$ cat src/core/drmf_pkg.sv
// shared types and constants of the domain routing message framer
package drmf_pkg;
  // buffering between element source and sequencer
  localparam int FIFO_DEPTH = 16;
  localparam int ELEM_W = 25;
  // octet counts of each emitted field group
  localparam logic [2:0] LEN_SEQ = 3'h2; // source_sequence
  localparam logic [2:0] LEN_CNT = 3'h1; // any 8-bit count
  localparam logic [2:0] LEN_ID = 3'h1; // lone node_identifier or info octet
  localparam logic [2:0] LEN_TRI = 3'h3; // node_identifier plus 16-bit word
  localparam logic [2:0] LEN_SC = 3'h7; // security_controller id plus registration id
  // shift buffer width: the longest group, in bits
  localparam int SH_W = 56;
  // sequencer states, one-hot
  typedef enum logic [10:0] {
    S_IDLE = 11'h001, // waiting for a start
    S_SEQ = 11'h002, // backup: source_sequence
    S_BINFO = 11'h004, // backup: info octets
    S_ACNT = 11'h008, // routing: ack_request_count
    S_AENT = 11'h010, // routing: acknowledgement entries
    S_NCNT = 11'h020, // routing: node_record_count
    S_RHDR = 11'h040, // routing: record id and size
    S_RINFO = 11'h080, // routing: record info octets
    S_KCNT = 11'h100, // routing: resigned_count
    S_KID = 11'h200, // routing: resigned identifiers
    S_SC = 11'h400 // routing: security_controller
  } drmf_state_t;
  // one element from the record source
  typedef struct packed {
    logic last; // ends backup info
    logic [7:0] id; // node_identifier
    logic [15:0] word; // sequence, size, or info octet in [7:0]
  } drmf_elem_t;
  // per-message configuration, taken at start
  typedef struct packed {
    logic routing; // 1: routing_change_message, 0: backup_update_message
    logic secure; // security_controller field present
    logic sc_present; // controller exists, else zeros
    logic [7:0] ack_count; // m
    logic [7:0] rec_count; // n, domain master included
    logic [7:0] res_count; // k
    logic [15:0] src_seq; // source_sequence
    logic [7:0] sc_id; // controller node_identifier
    logic [47:0] sc_registration_identifier; // controller registration_identifier
  } drmf_cfg_t;
  // one payload octet on the output
  typedef struct packed {
    logic [7:0] data; // payload octet
    logic last; // last octet of the message
    logic seg_end; // last octet of a segment
    logic [7:0] seg_num; // segment number of this octet
  } drmf_octet_t;
endpackage

$ cat src/core/drmf_framer.sv
// element fifo and payload sequencer of the domain routing message framer
// Function
// - backup update sent on each topology change
// - backup payload opens with 16-bit source_sequence
// - backup info field follows, variable length
// - routing message length follows node content
// - messages split into numbered segments, reassembled
// - records over all segments equal reported total; node_record_count still counts a dropped empty record
// - only non-empty routing records are emitted
// - record carries address table and route tuples
// - resigned nodes since last message listed
// - current security_controller identity carried
// - full and fractional reports share one layout
// - octet zero holds 8-bit ack_request_count
// - each ack: node_identifier then 16-bit sequence
// - node_record_count follows acknowledgement list
// - record: identifier, 16-bit size, then info
// - resigned_count then resigned node identifiers
// - record count includes domain master itself
// - no resigned nodes gives zero, empty list
// - controller: 8-bit id, 48-bit registration id
`timescale 1ns/1ps
`default_nettype none

module drmf_fifo #(
  parameter int WIDTH = 8,
  parameter int DEPTH = 16
) (
  input wire logic core_clk_i,
  input wire logic reset_i,
  input wire logic in_valid_i,
  output logic in_ready_o,
  input wire logic [WIDTH-1:0] in_data_i,
  output logic out_valid_o,
  input wire logic out_ready_i,
  output logic [WIDTH-1:0] out_data_o
);
  localparam int AW = $clog2(DEPTH);
  logic [WIDTH-1:0] mem_reg [DEPTH]; // storage words
  logic [AW-1:0] wr_reg; // write index
  logic [AW-1:0] rd_reg; // read index
  logic [AW:0] cnt_reg; // occupancy
  logic [AW:0] cnt_next;
  logic rdy_reg; // registered not-full
  wire push = in_valid_i && rdy_reg;
  wire pop = out_valid_o && out_ready_i;

  // occupancy after this cycle
  always_comb begin
    cnt_next = cnt_reg;
    if (push && !pop) begin
      cnt_next = cnt_reg + 1'b1;
    end else if (pop && !push) begin
      cnt_next = cnt_reg - 1'b1;
    end
  end

  assign in_ready_o = rdy_reg;
  assign out_valid_o = cnt_reg != '0;
  assign out_data_o = mem_reg[rd_reg];

  // pointers and count
  always_ff @(posedge core_clk_i or posedge reset_i) begin
    if (reset_i) begin
      wr_reg <= '0;
      rd_reg <= '0;
      cnt_reg <= '0;
      rdy_reg <= 1'b0;
    end else begin
      if (push) begin
        wr_reg <= wr_reg + 1'b1;
      end
      if (pop) begin
        rd_reg <= rd_reg + 1'b1;
      end
      cnt_reg <= cnt_next;
      rdy_reg <= cnt_next != (AW+1)'(DEPTH);
    end
  end

  // storage write, no reset needed for data
  always_ff @(posedge core_clk_i) begin
    if (push) begin
      mem_reg[wr_reg] <= in_data_i;
    end
  end
endmodule

module drmf_framer (
  input wire logic core_clk_i,
  input wire logic reset_i,
  input wire logic start_i,
  input wire drmf_pkg::drmf_cfg_t cfg_i,
  input wire logic [15:0] seg_len_i,
  input wire logic elem_valid_i,
  output logic elem_ready_o,
  input wire drmf_pkg::drmf_elem_t elem_i,
  output logic out_valid_o,
  input wire logic out_ready_i,
  output drmf_pkg::drmf_octet_t out_o,
  output logic busy_o,
  output logic error_o
);
  drmf_pkg::drmf_state_t st_reg, st_next; // sequencer state
  drmf_pkg::drmf_cfg_t cfg_reg, cfg_next; // message in progress
  logic [drmf_pkg::SH_W-1:0] sh_reg, sh_next; // octets waiting to go
  logic [2:0] cnt_reg, cnt_next; // octets left in buffer
  logic lastp_reg, lastp_next; // buffer ends the message
  logic [7:0] rem_reg, rem_next; // items left in a list
  logic [15:0] len_reg, len_next; // info octets left in a record
  logic err_reg, err_next; // sticky empty-record fault
  logic ov_reg; // output octet valid
  drmf_pkg::drmf_octet_t od_reg; // output octet
  logic [15:0] pos_reg; // octet position in segment
  logic [7:0] seg_reg; // current segment number
  logic busy_reg;
  logic f_valid, f_pop;
  drmf_pkg::drmf_elem_t f_data;
  logic [drmf_pkg::ELEM_W-1:0] f_raw;

  // element buffer; its ready stalls the source
  drmf_fifo #(.WIDTH(drmf_pkg::ELEM_W), .DEPTH(drmf_pkg::FIFO_DEPTH)) u_fifo (
    .core_clk_i(core_clk_i),
    .reset_i(reset_i),
    .in_valid_i(elem_valid_i),
    .in_ready_o(elem_ready_o),
    .in_data_i(elem_i),
    .out_valid_o(f_valid),
    .out_ready_i(f_pop),
    .out_data_o(f_raw)
  );
  assign f_data = drmf_pkg::drmf_elem_t'(f_raw);

  // shifter hands an octet over when the output slot frees
  wire sh_pop = (cnt_reg != 3'h0) && (!ov_reg || out_ready_i);
  // a new field group may load only into an empty buffer
  wire can_load = cnt_reg == 3'h0;
  wire take = can_load && f_valid;
  wire oct_last = lastp_reg && (cnt_reg == 3'h1);
  // segment closes at its length or at message end
  wire seg_full = (seg_len_i != 16'h0000) && (pos_reg == seg_len_i - 16'h0001);
  wire seg_end = oct_last || seg_full;
  // end of the routing message after the resigned list
  wire tail_sc = cfg_reg.secure;
  wire [55:0] sc_word = cfg_reg.sc_present ? {cfg_reg.sc_id, cfg_reg.sc_registration_identifier} : 56'h0;
  wire [15:0] rec_size = f_data.word;

  // sequencer: picks the next field group in message order
  always_comb begin
    st_next = st_reg;
    cfg_next = cfg_reg;
    sh_next = sh_reg;
    cnt_next = cnt_reg;
    lastp_next = lastp_reg;
    rem_next = rem_reg;
    len_next = len_reg;
    err_next = err_reg;
    f_pop = 1'b0;
    // drain one octet, highest index first
    if (sh_pop) begin
      sh_next = {sh_reg[47:0], 8'h00};
      cnt_next = cnt_reg - 3'h1;
    end
    if (can_load) begin
      lastp_next = 1'b0;
      unique case (st_reg)
        drmf_pkg::S_IDLE: begin
          // a start picks the message kind
          if (start_i) begin
            cfg_next = cfg_i;
            err_next = 1'b0;
            st_next = cfg_i.routing ? drmf_pkg::S_ACNT : drmf_pkg::S_SEQ;
          end
        end
        drmf_pkg::S_SEQ: begin
          // backup payload opens with the forwarded sequence
          sh_next = {cfg_reg.src_seq, 40'h0};
          cnt_next = drmf_pkg::LEN_SEQ;
          st_next = drmf_pkg::S_BINFO;
        end
        drmf_pkg::S_BINFO: begin
          // info octets copied until the marked last one
          if (f_valid) begin
            f_pop = 1'b1;
            sh_next = {f_data.word[7:0], 48'h0};
            cnt_next = drmf_pkg::LEN_ID;
            if (f_data.last) begin
              lastp_next = 1'b1;
              st_next = drmf_pkg::S_IDLE;
            end
          end
        end
        drmf_pkg::S_ACNT: begin
          // octet zero, same layout for every report
          sh_next = {cfg_reg.ack_count, 48'h0};
          cnt_next = drmf_pkg::LEN_CNT;
          rem_next = cfg_reg.ack_count;
          st_next = (cfg_reg.ack_count != 8'h00) ? drmf_pkg::S_AENT : drmf_pkg::S_NCNT;
        end
        drmf_pkg::S_AENT: begin
          // three octets per acknowledgement
          if (take) begin
            f_pop = 1'b1;
            sh_next = {f_data.id, f_data.word, 32'h0};
            cnt_next = drmf_pkg::LEN_TRI;
            rem_next = rem_reg - 8'h01;
            if (rem_reg == 8'h01) begin
              st_next = drmf_pkg::S_NCNT;
            end
          end
        end
        drmf_pkg::S_NCNT: begin
          // count supplied with the domain master included
          sh_next = {cfg_reg.rec_count, 48'h0};
          cnt_next = drmf_pkg::LEN_CNT;
          rem_next = cfg_reg.rec_count;
          st_next = (cfg_reg.rec_count != 8'h00) ? drmf_pkg::S_RHDR : drmf_pkg::S_KCNT;
        end
        drmf_pkg::S_RHDR: begin
          if (take) begin
            f_pop = 1'b1;
            rem_next = rem_reg - 8'h01;
            if (rec_size == 16'h0000) begin
              // empty record dropped and flagged
              err_next = 1'b1;
              if (rem_reg == 8'h01) begin
                st_next = drmf_pkg::S_KCNT;
              end
            end else begin
              // identifier and size ahead of the info octets
              sh_next = {f_data.id, rec_size, 32'h0};
              cnt_next = drmf_pkg::LEN_TRI;
              len_next = rec_size;
              st_next = drmf_pkg::S_RINFO;
            end
          end
        end
        drmf_pkg::S_RINFO: begin
          // address table and route tuples pass as octets
          if (take) begin
            f_pop = 1'b1;
            sh_next = {f_data.word[7:0], 48'h0};
            cnt_next = drmf_pkg::LEN_ID;
            len_next = len_reg - 16'h0001;
            if (len_reg == 16'h0001) begin
              st_next = (rem_reg == 8'h00) ? drmf_pkg::S_KCNT : drmf_pkg::S_RHDR;
            end
          end
        end
        drmf_pkg::S_KCNT: begin
          // zero resigned gives a bare count
          sh_next = {cfg_reg.res_count, 48'h0};
          cnt_next = drmf_pkg::LEN_CNT;
          rem_next = cfg_reg.res_count;
          if (cfg_reg.res_count != 8'h00) begin
            st_next = drmf_pkg::S_KID;
          end else if (tail_sc) begin
            st_next = drmf_pkg::S_SC;
          end else begin
            lastp_next = 1'b1;
            st_next = drmf_pkg::S_IDLE;
          end
        end
        drmf_pkg::S_KID: begin
          // one identifier per resigned node
          if (take) begin
            f_pop = 1'b1;
            sh_next = {f_data.id, 48'h0};
            cnt_next = drmf_pkg::LEN_ID;
            rem_next = rem_reg - 8'h01;
            if (rem_reg == 8'h01) begin
              lastp_next = !tail_sc;
              st_next = tail_sc ? drmf_pkg::S_SC : drmf_pkg::S_IDLE;
            end
          end
        end
        drmf_pkg::S_SC: begin
          // controller identity closes a secure message
          sh_next = sc_word;
          cnt_next = drmf_pkg::LEN_SC;
          lastp_next = 1'b1;
          st_next = drmf_pkg::S_IDLE;
        end
        default: begin
          // illegal code: back to idle
          st_next = drmf_pkg::S_IDLE;
        end
      endcase
    end
  end

  // sequencer registers
  always_ff @(posedge core_clk_i or posedge reset_i) begin
    if (reset_i) begin
      st_reg <= drmf_pkg::S_IDLE;
      cfg_reg <= '0;
      sh_reg <= '0;
      cnt_reg <= 3'h0;
      lastp_reg <= 1'b0;
      rem_reg <= 8'h00;
      len_reg <= 16'h0000;
      err_reg <= 1'b0;
      busy_reg <= 1'b0;
    end else begin
      st_reg <= st_next;
      cfg_reg <= cfg_next;
      sh_reg <= sh_next;
      cnt_reg <= cnt_next;
      lastp_reg <= lastp_next;
      rem_reg <= rem_next;
      len_reg <= len_next;
      err_reg <= err_next;
      busy_reg <= (st_next != drmf_pkg::S_IDLE) || (cnt_next != 3'h0) || sh_pop || ov_reg;
    end
  end

  // output slot and segment numbering
  always_ff @(posedge core_clk_i or posedge reset_i) begin
    if (reset_i) begin
      ov_reg <= 1'b0;
      od_reg <= '0;
      pos_reg <= 16'h0000;
      seg_reg <= 8'h00;
    end else begin
      if (sh_pop) begin
        ov_reg <= 1'b1;
        od_reg <= '{data: sh_reg[55:48], last: oct_last, seg_end: seg_end, seg_num: seg_reg};
        pos_reg <= seg_end ? 16'h0000 : pos_reg + 16'h0001;
        seg_reg <= oct_last ? 8'h00 : (seg_end ? seg_reg + 8'h01 : seg_reg);
      end else if (out_ready_i) begin
        ov_reg <= 1'b0;
      end
    end
  end

  assign out_valid_o = ov_reg;
  assign out_o = od_reg;
  assign busy_o = busy_reg;
  assign error_o = err_reg;
endmodule

`default_nettype wire

$ cat config.mk
export PLATFORM = sky130hd
export DESIGN_NAME = drmf_framer
export DESIGN_NICKNAME = d
export VERILOG_FILES = /design/src/core/drmf_pkg.sv /design/src/core/drmf_framer.sv
export SDC_FILE = /design/constraint.sdc
export NUM_CORES = 1
export LEC_CHECK = 0
export ABC_AREA = 1
export BUFFER_PORTS_ARGS = -buffer_cell sky130_fd_sc_hd__buf_2
export CELL_PAD_IN_SITES_DETAIL_PLACEMENT = 1
export CELL_PAD_IN_SITES_GLOBAL_PLACEMENT = 2
export CORE_MARGIN = 2
export CORE_UTILIZATION = 36
export CTS_CLUSTER_DIAMETER = 200
export DETAILED_ROUTE_END_ITERATION = 6
export GPL_ROUTABILITY_DRIVEN = 0
export GPL_TIMING_DRIVEN = 0
export HOLD_SLACK_MARGIN = 0.1
export PLACE_DENSITY = 0.72
export SYNTH_ARGS = -nofsm -noshare
export SYNTH_HDL_FRONTEND = slang
export SYNTH_SLANG_ARGS = --single-unit
$ cat constraint.sdc
create_clock -name core_clk_i -period 9.25 [get_ports core_clk_i]
set_clock_uncertainty 0.1 [all_clocks]
set_input_delay 1.85 -clock core_clk_i [delete_from_list [all_inputs] [get_ports core_clk_i]]
set_output_delay 1.85 -clock core_clk_i [all_outputs]
set_load 0.005 [all_outputs]
# After elaboration in Yosys (flattened, before gate mapping)
# Memory sizes are Yosys's and may differ from the RTL's.
# Index checks and enable logic that the tools add are counted.
# W data, S select, Z words.
dict set report totals {
  reg_bits 252
  ramBits 400
  output_inout_bits 22
  word_cells 170
  memories 1
}
# memory words word_bits read_ports rd_clocked_by_memory_dff write_ports line
set memory_table {}
lappend memory_table {u_fifo.mem_reg 16 25 1 0 1 drmf_framer.sv:39} ;# logic [WIDTH-1:0] mem_reg [DEPTH];
dict set report op_classes {
  n_addsub 10
  n_eq_ne 23
  mux 68
  n_reduce_logical 41
}
# cell n
set ops {}
lappend ops {{$pmux W56 S10} 1}
lappend ops {{$mux W56} 9}
lappend ops {{$mux W11} 15}
lappend ops {{$pmux W11 S10} 1}
lappend ops {{$mux W16} 4}
lappend ops {{$pmux W16 S2} 1}
lappend ops {{$pmux W8 S4} 1}
lappend ops {{$sub A16 B1 Y16 const B} 2}
lappend ops {{$mux W8} 3}
lappend ops {{$reduce_bool A8 Y1} 3}
lappend ops {{$mux W3} 7}
lappend ops {{$pmux W3 S7} 1}
lappend ops {{$mux W9} 2}
lappend ops {{$add A16 B1 Y16 const B} 1}
lappend ops {{$eq A16 B1 Y1 const B} 1}
lappend ops {{$eq A16 B16 Y1} 1}
lappend ops {{$logic_not A16 Y1} 1}
lappend ops {{$mux W1} 16}
lappend ops {{$reduce_bool A16 Y1} 1}
lappend ops {{$eq A11 B1 Y1 const B} 1}
lappend ops {{$eq A11 B10 Y1 const B} 1}
lappend ops {{$eq A11 B11 Y1 const B} 1}
lappend ops {{$eq A11 B2 Y1 const B} 1}
lappend ops {{$eq A11 B3 Y1 const B} 1}
lappend ops {{other kinds (38)} 66}

# Logic depth before layout (Yosys ltp)
# Gate-level depths: netlist (run 1).
dict set report depth {
  depth_word 12
  depth_mapped 21
}

# Hierarchy
# Synthesis (run 1) repeated with hierarchy kept, for this count alone.
dict set report unflattened {
  hier_cells 2915
  area_unflattened_um2 29261.8
}
# module instances cells_each area_per_inst_um2 seq_area_each_um2
set modules_own_cells {}
lappend modules_own_cells {drmf_fifo 1 1184 16404.5 12361.9}
lappend modules_own_cells {drmf_framer 1 1731 12857.3 5957.0}

# Least setup slack after synthesis (run 1)
# Ideal clock, no wire load.
dict set report synth_path {
  path_type {input to register}
  start {input elem_valid_i}
  end {memory u_fifo.mem_reg[11][0] (netlist bit) (enable)}
  setup_ns 0.438
  t_arrival_ns 3.760
  required_ns 8.712
  setup_slack_ns 4.952
  path_stages 2
  path_buffers 0
  path_cell_list {nand2_1 > nor3_1}
}
dict set report synth_between {
  elab_chain_len 3
}
# item line
set synth_lines {}
lappend synth_lines {{start, declared} drmf_framer.sv:95} ;# input wire logic elem_valid_i,
lappend synth_lines {{$logic_and A1 B1 Y1} drmf_framer.sv:45} ;# wire push = in_valid_i && rdy_reg;
lappend synth_lines {{$mux W1} drmf_framer.sv:83} ;# if (push) begin
lappend synth_lines {{$mux W1 (implied by the code)} drmf_framer.sv:84} ;# mem_reg[wr_reg] <= in_data_i;
lappend synth_lines {{end, declared} drmf_framer.sv:39}
# No other way between the ends.

# Worst setup path after layout (run 1)
dict set report layout_path {
  start {input out_ready_i}
  end {register sh_reg[20] (netlist bit)}
}
dict set report layout_between {
  elab_chain_len 7
  word_cells_on_any_way 11
  classes_between {mux (9); reduce/logical (2)}
}
# item line
set layout_lines {}
lappend layout_lines {{start, declared} drmf_framer.sv:99} ;# input wire logic out_ready_i,
lappend layout_lines {{$logic_or A1 B1 Y1 (*)} drmf_framer.sv:135} ;# wire sh_pop = (cnt_reg != 3'h0) && (!ov_reg || out_ready_i);
lappend layout_lines {{$logic_and A1 B1 Y1 (*)} drmf_framer.sv:135}
lappend layout_lines {{$mux W56 (*)} drmf_framer.sv:160} ;# if (sh_pop) begin
lappend layout_lines {{$mux W56} drmf_framer.sv:223} ;# if (rec_size == 16'h0000) begin
lappend layout_lines {{$mux W56} drmf_framer.sv:220} ;# if (take) begin
lappend layout_lines {{$pmux W56 S10} drmf_framer.sv:166} ;# unique case (st_reg)
lappend layout_lines {{$mux W56 (*)} drmf_framer.sv:164} ;# if (can_load) begin
lappend layout_lines {{net sh_next (one bit)} drmf_framer.sv:106} ;# logic [drmf_pkg::SH_W-1:0] sh_reg, sh_next;
lappend layout_lines {{end signal, assigned} drmf_framer.sv:307} ;# sh_reg <= sh_next;
lappend layout_lines {{end, declared} drmf_framer.sv:106}
# Mark *: on every way through the listed nets, which the timed path passes. The rest lies on a longest branch.
# A chain may end at the register's enable or synchronous reset.

==> results.toml, run 1 <==
[floorplanning]
die_h_um = 293
initial_core_util_pct = 36.5
placementRows = 105
fp.dieArea_um2 = 85800
die_w_um = 293
core_um2 = 82400
io_pins = 167

[timing]
setup_viol = 0
fin_setup_tns_ps = 0
relSlewSlack_pct = 19.0
hold_violations = 0
period_share_pct = 43.9
rsz0062_at_grt = "false"
finalMaxSlewViolations = 0
final.min_clock_period_ps = 4060
fmax_mhz = 246
worst_pin_slew_ps = 1210

[setup_path]
r2r_cells = 10
cp.required_ps = 9650
cp.arrival_ps = 4460
reg2reg_setup_slack_ps = 5310
critPathLaunchType = "input pin"
criticalPathCategory = "in -> reg"
regToRegStartpoint = "u_fifo.rd_reg[2]"
path_max_fanout = 10
cp-end-kind = "register"
r2r-end = "sh_reg[51]"

[drt]
drtIter0Drc = 1477
wl_per_cell_um = 24.2
wl_mm = 105
drc = 0
via_per_inst = 5.33
num_vias = 23100
dr.pass1.iters = 5
ant_nets = 0

[yosys]
synthFlopType = "edfxtp_1"
yosysWarnings = 0
async_flop_share_pct = 38.7
syn-instance-count = 2944
ys_types = 66
synth_nets = 3107
avgSynthCellArea_um2 = 10.2
ys_seq_area_share_pct = 61.0
synth_seq_cells = 652
synth_edf_count = 400
syn_area_um2 = 30000

[placement]
dpl.hpwl_mm = 75.7
port_buffers = 166

[clock_tree]
cts_hold_buffers = 0
clockBufferDepth = 3
clock_latency_ps = 640
clock-sinks = 652
clk_pin_slew_ps = 60
cts_root_buf = "clkbuf_16"
cts-resized-gates = 0
cts_tree = "yes"
ctsHtreeMaxLevel = 3
postCtsSetupBuffers = 0
cts_buffers = 77

[grt]
grt_use_total_pct = 24.6
antenna_found_initial = 6
grt_start_max_net_pins = 126
grt_pass1_vias = 24400
gr-total-overflow = 0
grt_pass1_wl_mm = 158

[power]
p_leak_nw = 14.4
vdd_drop_max_mv = 0.213
power_density_nw_per_um2 = 279

[final_layout]
drive_gt1_share_pct = 17.4
fin_nets = 3375
largest_register_ffs = 400
synthToLayoutAreaGrowth_pct = 17.6
final_util_pct = 42.9

[flow_run]
max_cap_viol_count = 0

[status]
run_status = "completed"

[min_path]
min_to = "out_o[7]"
hold_class = "reg -> reg"
hold_depth = 2
hp-start = "out_o[7]"
==> critical path, cell delays in order <==
cell,delay [ps]
buf_2,80
inv_1,40
nand2_1,70
nand2_1,350
clkinv_1,370
buf_2,330
buf_1,460
clkbuf_1,460
nand2_1,190
o21ai_0,150
o21ai_2,90
==> cell usage after synthesis, drive strengths merged (10+ instances only) <==
cell	count	area share (%)
a21oi	69	1.2
buf	75	1.7
clkbuf	64	0.80
dfrtp	251	21
edfxtp	400	40
ha	18	0.75
inv	182	2.3
mux2	99	3.7
nand2	718	9.2
nand3	207	3.5
nand4	25	0.57
nor2	311	4.0
nor3	32	0.53
nor4	10	0.23
o2111ai	12	0.35
o211ai	23	0.57
o21ai	262	4.7
o221ai	10	0.29
o22ai	23	0.48
or2	11	0.23
xnor2	10	0.29
xor2	50	1.5
==> area by class of cell <==
cell class | count | area [um^2]
Buffer | 139 | 752
Clock buffer | 111 | 2190
Multi-Input combinational cell | 1965 | 10400
Timing Repair Buffer | 189 | 1310
Clock inverter | 29 | 320
Sequential cell | 652 | 18300
Inverter | 188 | 718
Tap cell | 1070 | 1340
Fill cell | 9186 | 47100
Antenna cell | 1 | 2.50
==> report_power, final <==
group	internal (W)	switching (W)
clock	0.00177	0.00126
combinational	0.000905	0.00195
sequential	0.00365	0.000304
total	0.00633	0.00351
==> layer usage <==
metal | GRT usage, % | up-vias | wire (um)
met1 | 32.7 | 11800 | 45800
li1 | - | 10600 | -
met3 | 3.09 | 146 | 4900
met4 | 6.29 | 6 | 2390
met5 | 0 | - | 41
met2 | 42.4 | 592 | 52100
==> cells in the final DEF (no fill, tap or decap), types with 11 or more instances in the layout <==
cell,count
ha_1,18
nand4_1,24
dfrtp_1,251
nor3_1,30
o22ai_1,23
o2111ai_1,12
xor2_1,50
clkbuf_16,78
a21oi_1,68
nor2_1,287
nand3_1,206
inv_1,169
o211ai_1,23
o21ai_0,217
buf_4,11
edfxtp_1,400
clkbuf_8,11
clkbuf_1,85
clkinv_2,11
nand2_1,705
clkinv_1,13
o21ai_1,15
nor2_4,16
buf_6,23
o21ai_2,30
buf_2,205
mux2_2,99
==> logic make-up (layout without fill, tap and decap cells) <==
| logic type | count (synthesis) | after routing | synth area share, % |
|---|---|---|---|
| and+or+nand+nor | 1327 | 1327 | 18.6 |
| DFF | 652 | 652 | 61.0 |
| AOI/OAI and AO/OA | 455 | 455 | 9.17 |
| buffers and inverters | 327 | 656 | 4.87 |
| muxes | 105 | 105 | 3.91 |
| xor gates and xnor gates | 60 | 60 | 1.75 |
| adders and majority gates | 18 | 18 | 0.750 |
| other | 0 | 1 | 0 |
==> worst max path at each step <==
stage / from / end / slack, ps
2_1_floorplan: reset_i / busy_o / 370
3_3_place_gp: reset_i / u_fifo.cnt_reg[0] / -2990
3_5_place_dp: out_ready_i / sh_reg[20] / 4460
4_1_cts: out_ready_i / sh_reg[20] / 5110
5_1_grt: seg_len_i[0] / pos_reg[2] / 4910
6_report: out_ready_i / sh_reg[20] / 5190
==> stage by stage <==
step	std cells	power, W	setup WS [ps]	cell area (um^2)	hold slack (ps)
finish	4344	0.00984	5190	35300	378
global route	4343	0.0104	4910	35300	405
CTS	4343	0.00992	5110	35300	385
detailed placement	4203	0.00687	4460	32800	365
global placement	4180	0.00669	-2990	32200	367
floorplan	2944	0.00564	373	30000	364
No activity file was read; power rests on OpenSTA's default activity.
==> inputs of run 2 (changes only) <==
==> constraint.sdc (replaced) <==
create_clock -name core_clk_i -period 3.51 [get_ports core_clk_i]
set_clock_uncertainty 0.1 [all_clocks]
set_input_delay 0.702 -clock core_clk_i [delete_from_list [all_inputs] [get_ports core_clk_i]]
set_output_delay 0.702 -clock core_clk_i [all_outputs]
set_load 0.005 [all_outputs]
==> run 2 against run 1 <==
  * Non-clock buffer count up 6
  * Cell count barely moved
  * Routed wire length increased by 1.0%
  * Count of clock-buffer cells in the layout down 14
  * Flip-flop and latch count unchanged
  * Core utilization up 0.24 points
  * Critical endpoint is now sh_reg[51]
  * Hold slack worse by 260 ps
==> results.toml, run 2 (synthesis gave the netlist of run 1 again) <==
[grt]
gr-total-overflow = 0
grt_pass1_vias = 24800
antenna_found_initial = 7
grt_pass1_wl_mm = 158
grt_start_max_net_pins = 40
grt_use_total_pct = 24.7

[timing]
finalMaxSlewViolations = 0
fmax_mhz = 292
final.min_clock_period_ps = 3430
hold_violations = 0
rsz0062_at_grt = "true"
relSlewSlack_pct = 40.5
setup_viol = 0
period_share_pct = 97.6
worst_pin_slew_ps = 892

[clock_tree]
cts_buffers = 76
clk_pin_slew_ps = 60
cts_root_buf = "clkbuf_16"
clockBufferDepth = 3
clock_latency_ps = 660
ctsHtreeMaxLevel = 3
cts_tree = "yes"
clock-sinks = 652

[setup_path]
cp.required_ps = 3880
r2r-end = "sh_reg[51]"
regToRegStartpoint = "u_fifo.cnt_reg[1]"
path_max_fanout = 10
cpMaxStageDelayCell = "dfrtp_1"
criticalPathCategory = "reg -> reg"
crit_start = "u_fifo.cnt_reg[1]"
reg2reg_setup_slack_ps = 80
path_delay_family = "simple AND/OR/NAND/NOR gates"
crit_buf_inv = 5
cp-end-kind = "register"
cp.depth = 15
worstPathCellList = "inv_1 > ha_1 > inv_1 > nor3_1 > nand2_2 > nand2_2 > inv_1 > buf_2 > clkbuf_1 > nand2_1 > nand2_1 > nand2_1 > nand3_1 > o21ai_0 > o21ai_0"
slowest_delay_ps = 410
critPathLaunchType = "register"
crit_path_end = "sh_reg[51]"
r2r_cells = 15
cp.arrival_ps = 3800

[floorplanning]
die_h_um = 293
die_w_um = 293
placementRows = 105
fp.dieArea_um2 = 85800
core_um2 = 82400
initial_core_util_pct = 36.5
io_pins = 167

[final_layout]
final_common_cell = "nand2_1"
fin_area_um2 = 35500
synthToLayoutAreaGrowth_pct = 18.2
fin_nets = 3380
largest_register_ffs = 400
final_cell_mix = "nand2_1, edfxtp_1, nor2_1, dfrtp_1, o21ai_0"
drive_gt1_share_pct = 18.6

[flow_run]
max_cap_viol_count = 0

[power]
netSwitchingFraction_pct = 36.0
p_sw_w = 0.00936
pwr-share-comb_pct = 29.4
power_density_nw_per_um2 = 732
p_leak_nw = 14.5
power_frac_seq_pct = 40.2
power_w = 0.0260
power.share.clock_pct = 30.4
vdd_drop_max_mv = 0.446
internal_power_w = 0.0166

[drt]
dr.pass1.iters = 5
wl_per_cell_um = 24.5
drc = 0
ant_nets = 0
via_per_inst = 5.38
num_vias = 23400
drtIter0Drc = 1752
wl_mm = 106

[min_path]
hold_class = "in -> async"

[placement]
dpl.hpwl_mm = 76.4
placed_cell_area_um2 = 32900
port_buffers = 166

[status]
run_status = "completed"
run 2: timing repair:
item,in CTS,in global routing
buffers inserted,0,2
hold buffers,0,0
endpoints found under the setup margin,105,86
cloned,0,0
pin swaps,1,2
endpoints found under the hold margin,0,0
gates resized for setup,24,42
run 2: layout make-up:
class,count,area [um^2]
fill,9128,46900
sequential,652,18300
multi-input combinational,1965,10400
clock buffer,97,2060
timing repair buffer,195,1410
tap,1070,1340
buffer,139,787
inverter,188,722
clock inverter,38,425
antenna,2,5.00
run 2: worst min path at each step:
stage                 end        from  slack (ps)
2_1_floorplan  seg_reg[3]  seg_reg[3]         360
4_1_cts        len_reg[4]     reset_i         110
3_5_place_dp     out_o[7]    out_o[7]         370
3_3_place_gp     out_o[7]    out_o[7]         370
6_report       len_reg[4]     reset_i         110
5_1_grt        len_reg[4]     reset_i         160
run 2: power by group through the flow:
stage | clock network [W] | logic, W | registers (W)
4_1_cts | 0.00807 | 0.00760 | 0.0104
3_5_place_dp | 0 | 0.00753 | 0.0106
2_1_floorplan | 0 | 0.00457 | 0.0103
6_report | 0.00791 | 0.00765 | 0.0104
5_1_grt | 0.00834 | 0.00839 | 0.0106
3_3_place_gp | 0 | 0.00706 | 0.0106
run 2: per-layer routing:
metal  vias to the layer above  wire length, um  GRT usage [%]
met1                     12000            46200           31.9
met5                         -               47              0
li1                      10600                -              -
met4                         8             2870           7.17
met2                       561            52700           43.2
met3                       159             4470           3.34
run 2: worst register-to-register path: cells and delay by family, from the launching register on:
family | cells | cell delay (ps)
buffers and inverters | 5 | 810
adders and majority gates | 1 | 150
and+or+nand+nor | 7 | 1360
AOI/OAI and AO/OA | 2 | 410
DFF | 1 | 410
run 2: metrics by stage:
stage | setup TNS (ps) | std cells | utilization, % | worst slack, ps | hold WS, ps
after detailed placement | -18550 | 4207 | 39.9 | -429 | 373
after global routing | -30.1 | 4344 | 43.1 | -29.5 | 158
after floorplan | -152320 | 2944 | - | -607 | 364
after CTS | 0 | 4342 | 43.0 | 2.42 | 114
final | 0 | 4346 | 43.1 | 82.5 | 114
after global placement | -1108830 | 4180 | 39.1 | -2610 | 369
==> inputs of run 3 (changes only) <==
==> constraint.sdc (replaced) <==
create_clock -name core_clk_i -period 3.51 [get_ports core_clk_i]
set_clock_uncertainty 0.1 [all_clocks]
set_input_delay 0.5265 -clock core_clk_i [delete_from_list [all_inputs] [get_ports core_clk_i]]
set_output_delay 0.5265 -clock core_clk_i [all_outputs]
set_load 0.005 [all_outputs]
==> run 3 against run 2 <==
  * Count of clock-buffer cells in the layout did not move
  * Core utilization rose by 1.2 points
  * Clock power barely moved
  * Routed wire length rose by 1.3%
  * First-iteration DRC count fell by 8.8%
  * Combinational power rose by 1%
  * Via count rose by 1.7%
  * Cell count rose by 2.3%
  * Largest power group unchanged
  * Worst setup slack improved by 16 ps
  * Critical endpoint unchanged
==> results.toml, run 3 (synthesis gave the netlist of run 1 again) <==
[min_path]
hold_class = "in -> reg"

[clock_tree]
ctsHtreeMaxLevel = 3
cts_root_buf = "clkbuf_16"
clock-sinks = 652
cts_buffers = 76
clock_latency_ps = 660
clockBufferDepth = 3
clk_pin_slew_ps = 60
cts_tree = "yes"

[flow_run]
max_cap_viol_count = 0

[setup_path]
cp-end-kind = "register"
path_max_fanout = 10
critPathLaunchType = "register"
criticalPathCategory = "reg -> reg"
cp.arrival_ps = 3780
cp.required_ps = 3880

[timing]
setup_slack_ps = 98.8
relSlewSlack_pct = 40.3
finalMaxSlewViolations = 0
hold_violations = 0
final.min_clock_period_ps = 3410
fin_setup_tns_ps = 0
setup_viol = 0
worst_pin_slew_ps = 896
fmax_mhz = 293
rsz0062_at_grt = "true"
period_share_pct = 97.2

[floorplanning]
initial_core_util_pct = 36.5
core_um2 = 82400
io_pins = 167
die_w_um = 293
die_h_um = 293
fp.dieArea_um2 = 85800
placementRows = 105

[drt]
drtIter0Drc = 1597
wl_mm = 108
drc = 0
ant_nets = 0
wl_per_cell_um = 24.2
via_per_inst = 5.35
num_vias = 23800
dr.pass1.iters = 5

[final_layout]
drive_gt1_share_pct = 18.0
final_util_pct = 44.3
fin_area_um2 = 36500
final_cell_mix = "nand2_1, edfxtp_1, nor2_1, dfrtp_1, o21ai_0"
final_common_cell = "nand2_1"
synthToLayoutAreaGrowth_pct = 21.5
fin_nets = 3480
diodes = 0
largest_register_ffs = 400

[grt]
grt_start_max_net_pins = 40
gr-total-overflow = 0
grt_pass1_vias = 25300
grt_use_total_pct = 25.0
antenna_found_initial = 8
grt_pass1_wl_mm = 161

[power]
p_leak_nw = 15.0
vdd_drop_max_mv = 0.447
power_density_nw_per_um2 = 715

[placement]
port_buffers = 166
dpl.hpwl_mm = 76.4
placed_cell_area_um2 = 32900
post-place-ws_ps = -429

[status]
run_status = "completed"
## run 3: changes by cell type in the layout (fill, tap and decap cells not counted)
cell           change
diode_2            -2
nand2_2            -1
dlygate4sd3_1    +100
nand2_1            +1
clkbuf_1           -1
buf_1              +1
## run 3: area by class of cell
cell class,count,area [um^2]
Fill cell,9056,45900
Inverter,188,722
Buffer,139,787
Tap cell,1070,1340
Timing Repair Buffer,295,2410
Sequential cell,652,18300
Clock inverter,38,425
Multi-Input combinational cell,1965,10400
Clock buffer,97,2060
## run 3: power breakdown
group / total [W] / leakage [nW] / internal, W / switching (W)
combinational: 0.00774 / 6.92 / 0.00252 / 0.00522
sequential: 0.0105 / 6.82 / 0.00963 / 0.000820
clock: 0.00792 / 1.21 / 0.00456 / 0.00336
## run 3: worst paths after layout
| path | end | depth (start not counted) | slack [ps] | startpoint |
|---|---|---|---|---|
| max in group asynchronous | st_reg[0] | 6 | 1550 | reset_i |
| worst min-delay path | st_reg[3] | 3 | 140 | cfg_i[98] |
| worst max register to register | sh_reg[51] | 15 | 100 | u_fifo.cnt_reg[0] |
| min in group asynchronous | len_reg[4] | 3 | 490 | reset_i |
| worst min register to register | out_o[8] | 2 | 380 | out_o[8] |
| worst max-delay path | sh_reg[51] | 15 | 100 | u_fifo.cnt_reg[0] |
## run 3: metrics by stage
| step | power (W) | instances | hold WS [ps] |
|---|---|---|---|
| floorplan | 0.0149 | 2944 | 364 |
| global placement | 0.0176 | 4180 | 369 |
| detailed placement | 0.0181 | 4207 | 373 |
| CTS | 0.0262 | 4442 | 110 |
| global route | 0.0274 | 4444 | 142 |
| finish | 0.0261 | 4444 | 145 |
## run 3: what timing repair did
action,4_1_cts,5_1_grt
endpoints found under the setup margin,105,86
buffers inserted,0,2
resized for setup,24,42
pin swaps,1,2
hold endpoints to repair,130,0
hold buffers,100,0
## run 3: layer usage
| metal | track usage [%] | vias to the layer above | routed length [um] |
|---|---|---|---|
| met1 | 32.2 | 12200 | 46600 |
| met4 | 7.83 | 8 | 3190 |
| met2 | 43.8 | 616 | 53300 |
| met3 | 3.33 | 169 | 4560 |
| met5 | 0 | - | 47 |
| li1 | - | 10800 | - |
## run 3: worst max-delay path: stages (launching register included)
cell and delay, ps:
dfrtp_1 430, inv_1 80, ha_1 150, inv_1 50, nor3_1 260, nand2_2 300
nand2_2 280, inv_1 110, buf_2 220, clkbuf_1 310, nand2_1 310, nand2_1 80
nand2_1 60, nand3_1 70, o21ai_0 230, o21ai_0 170
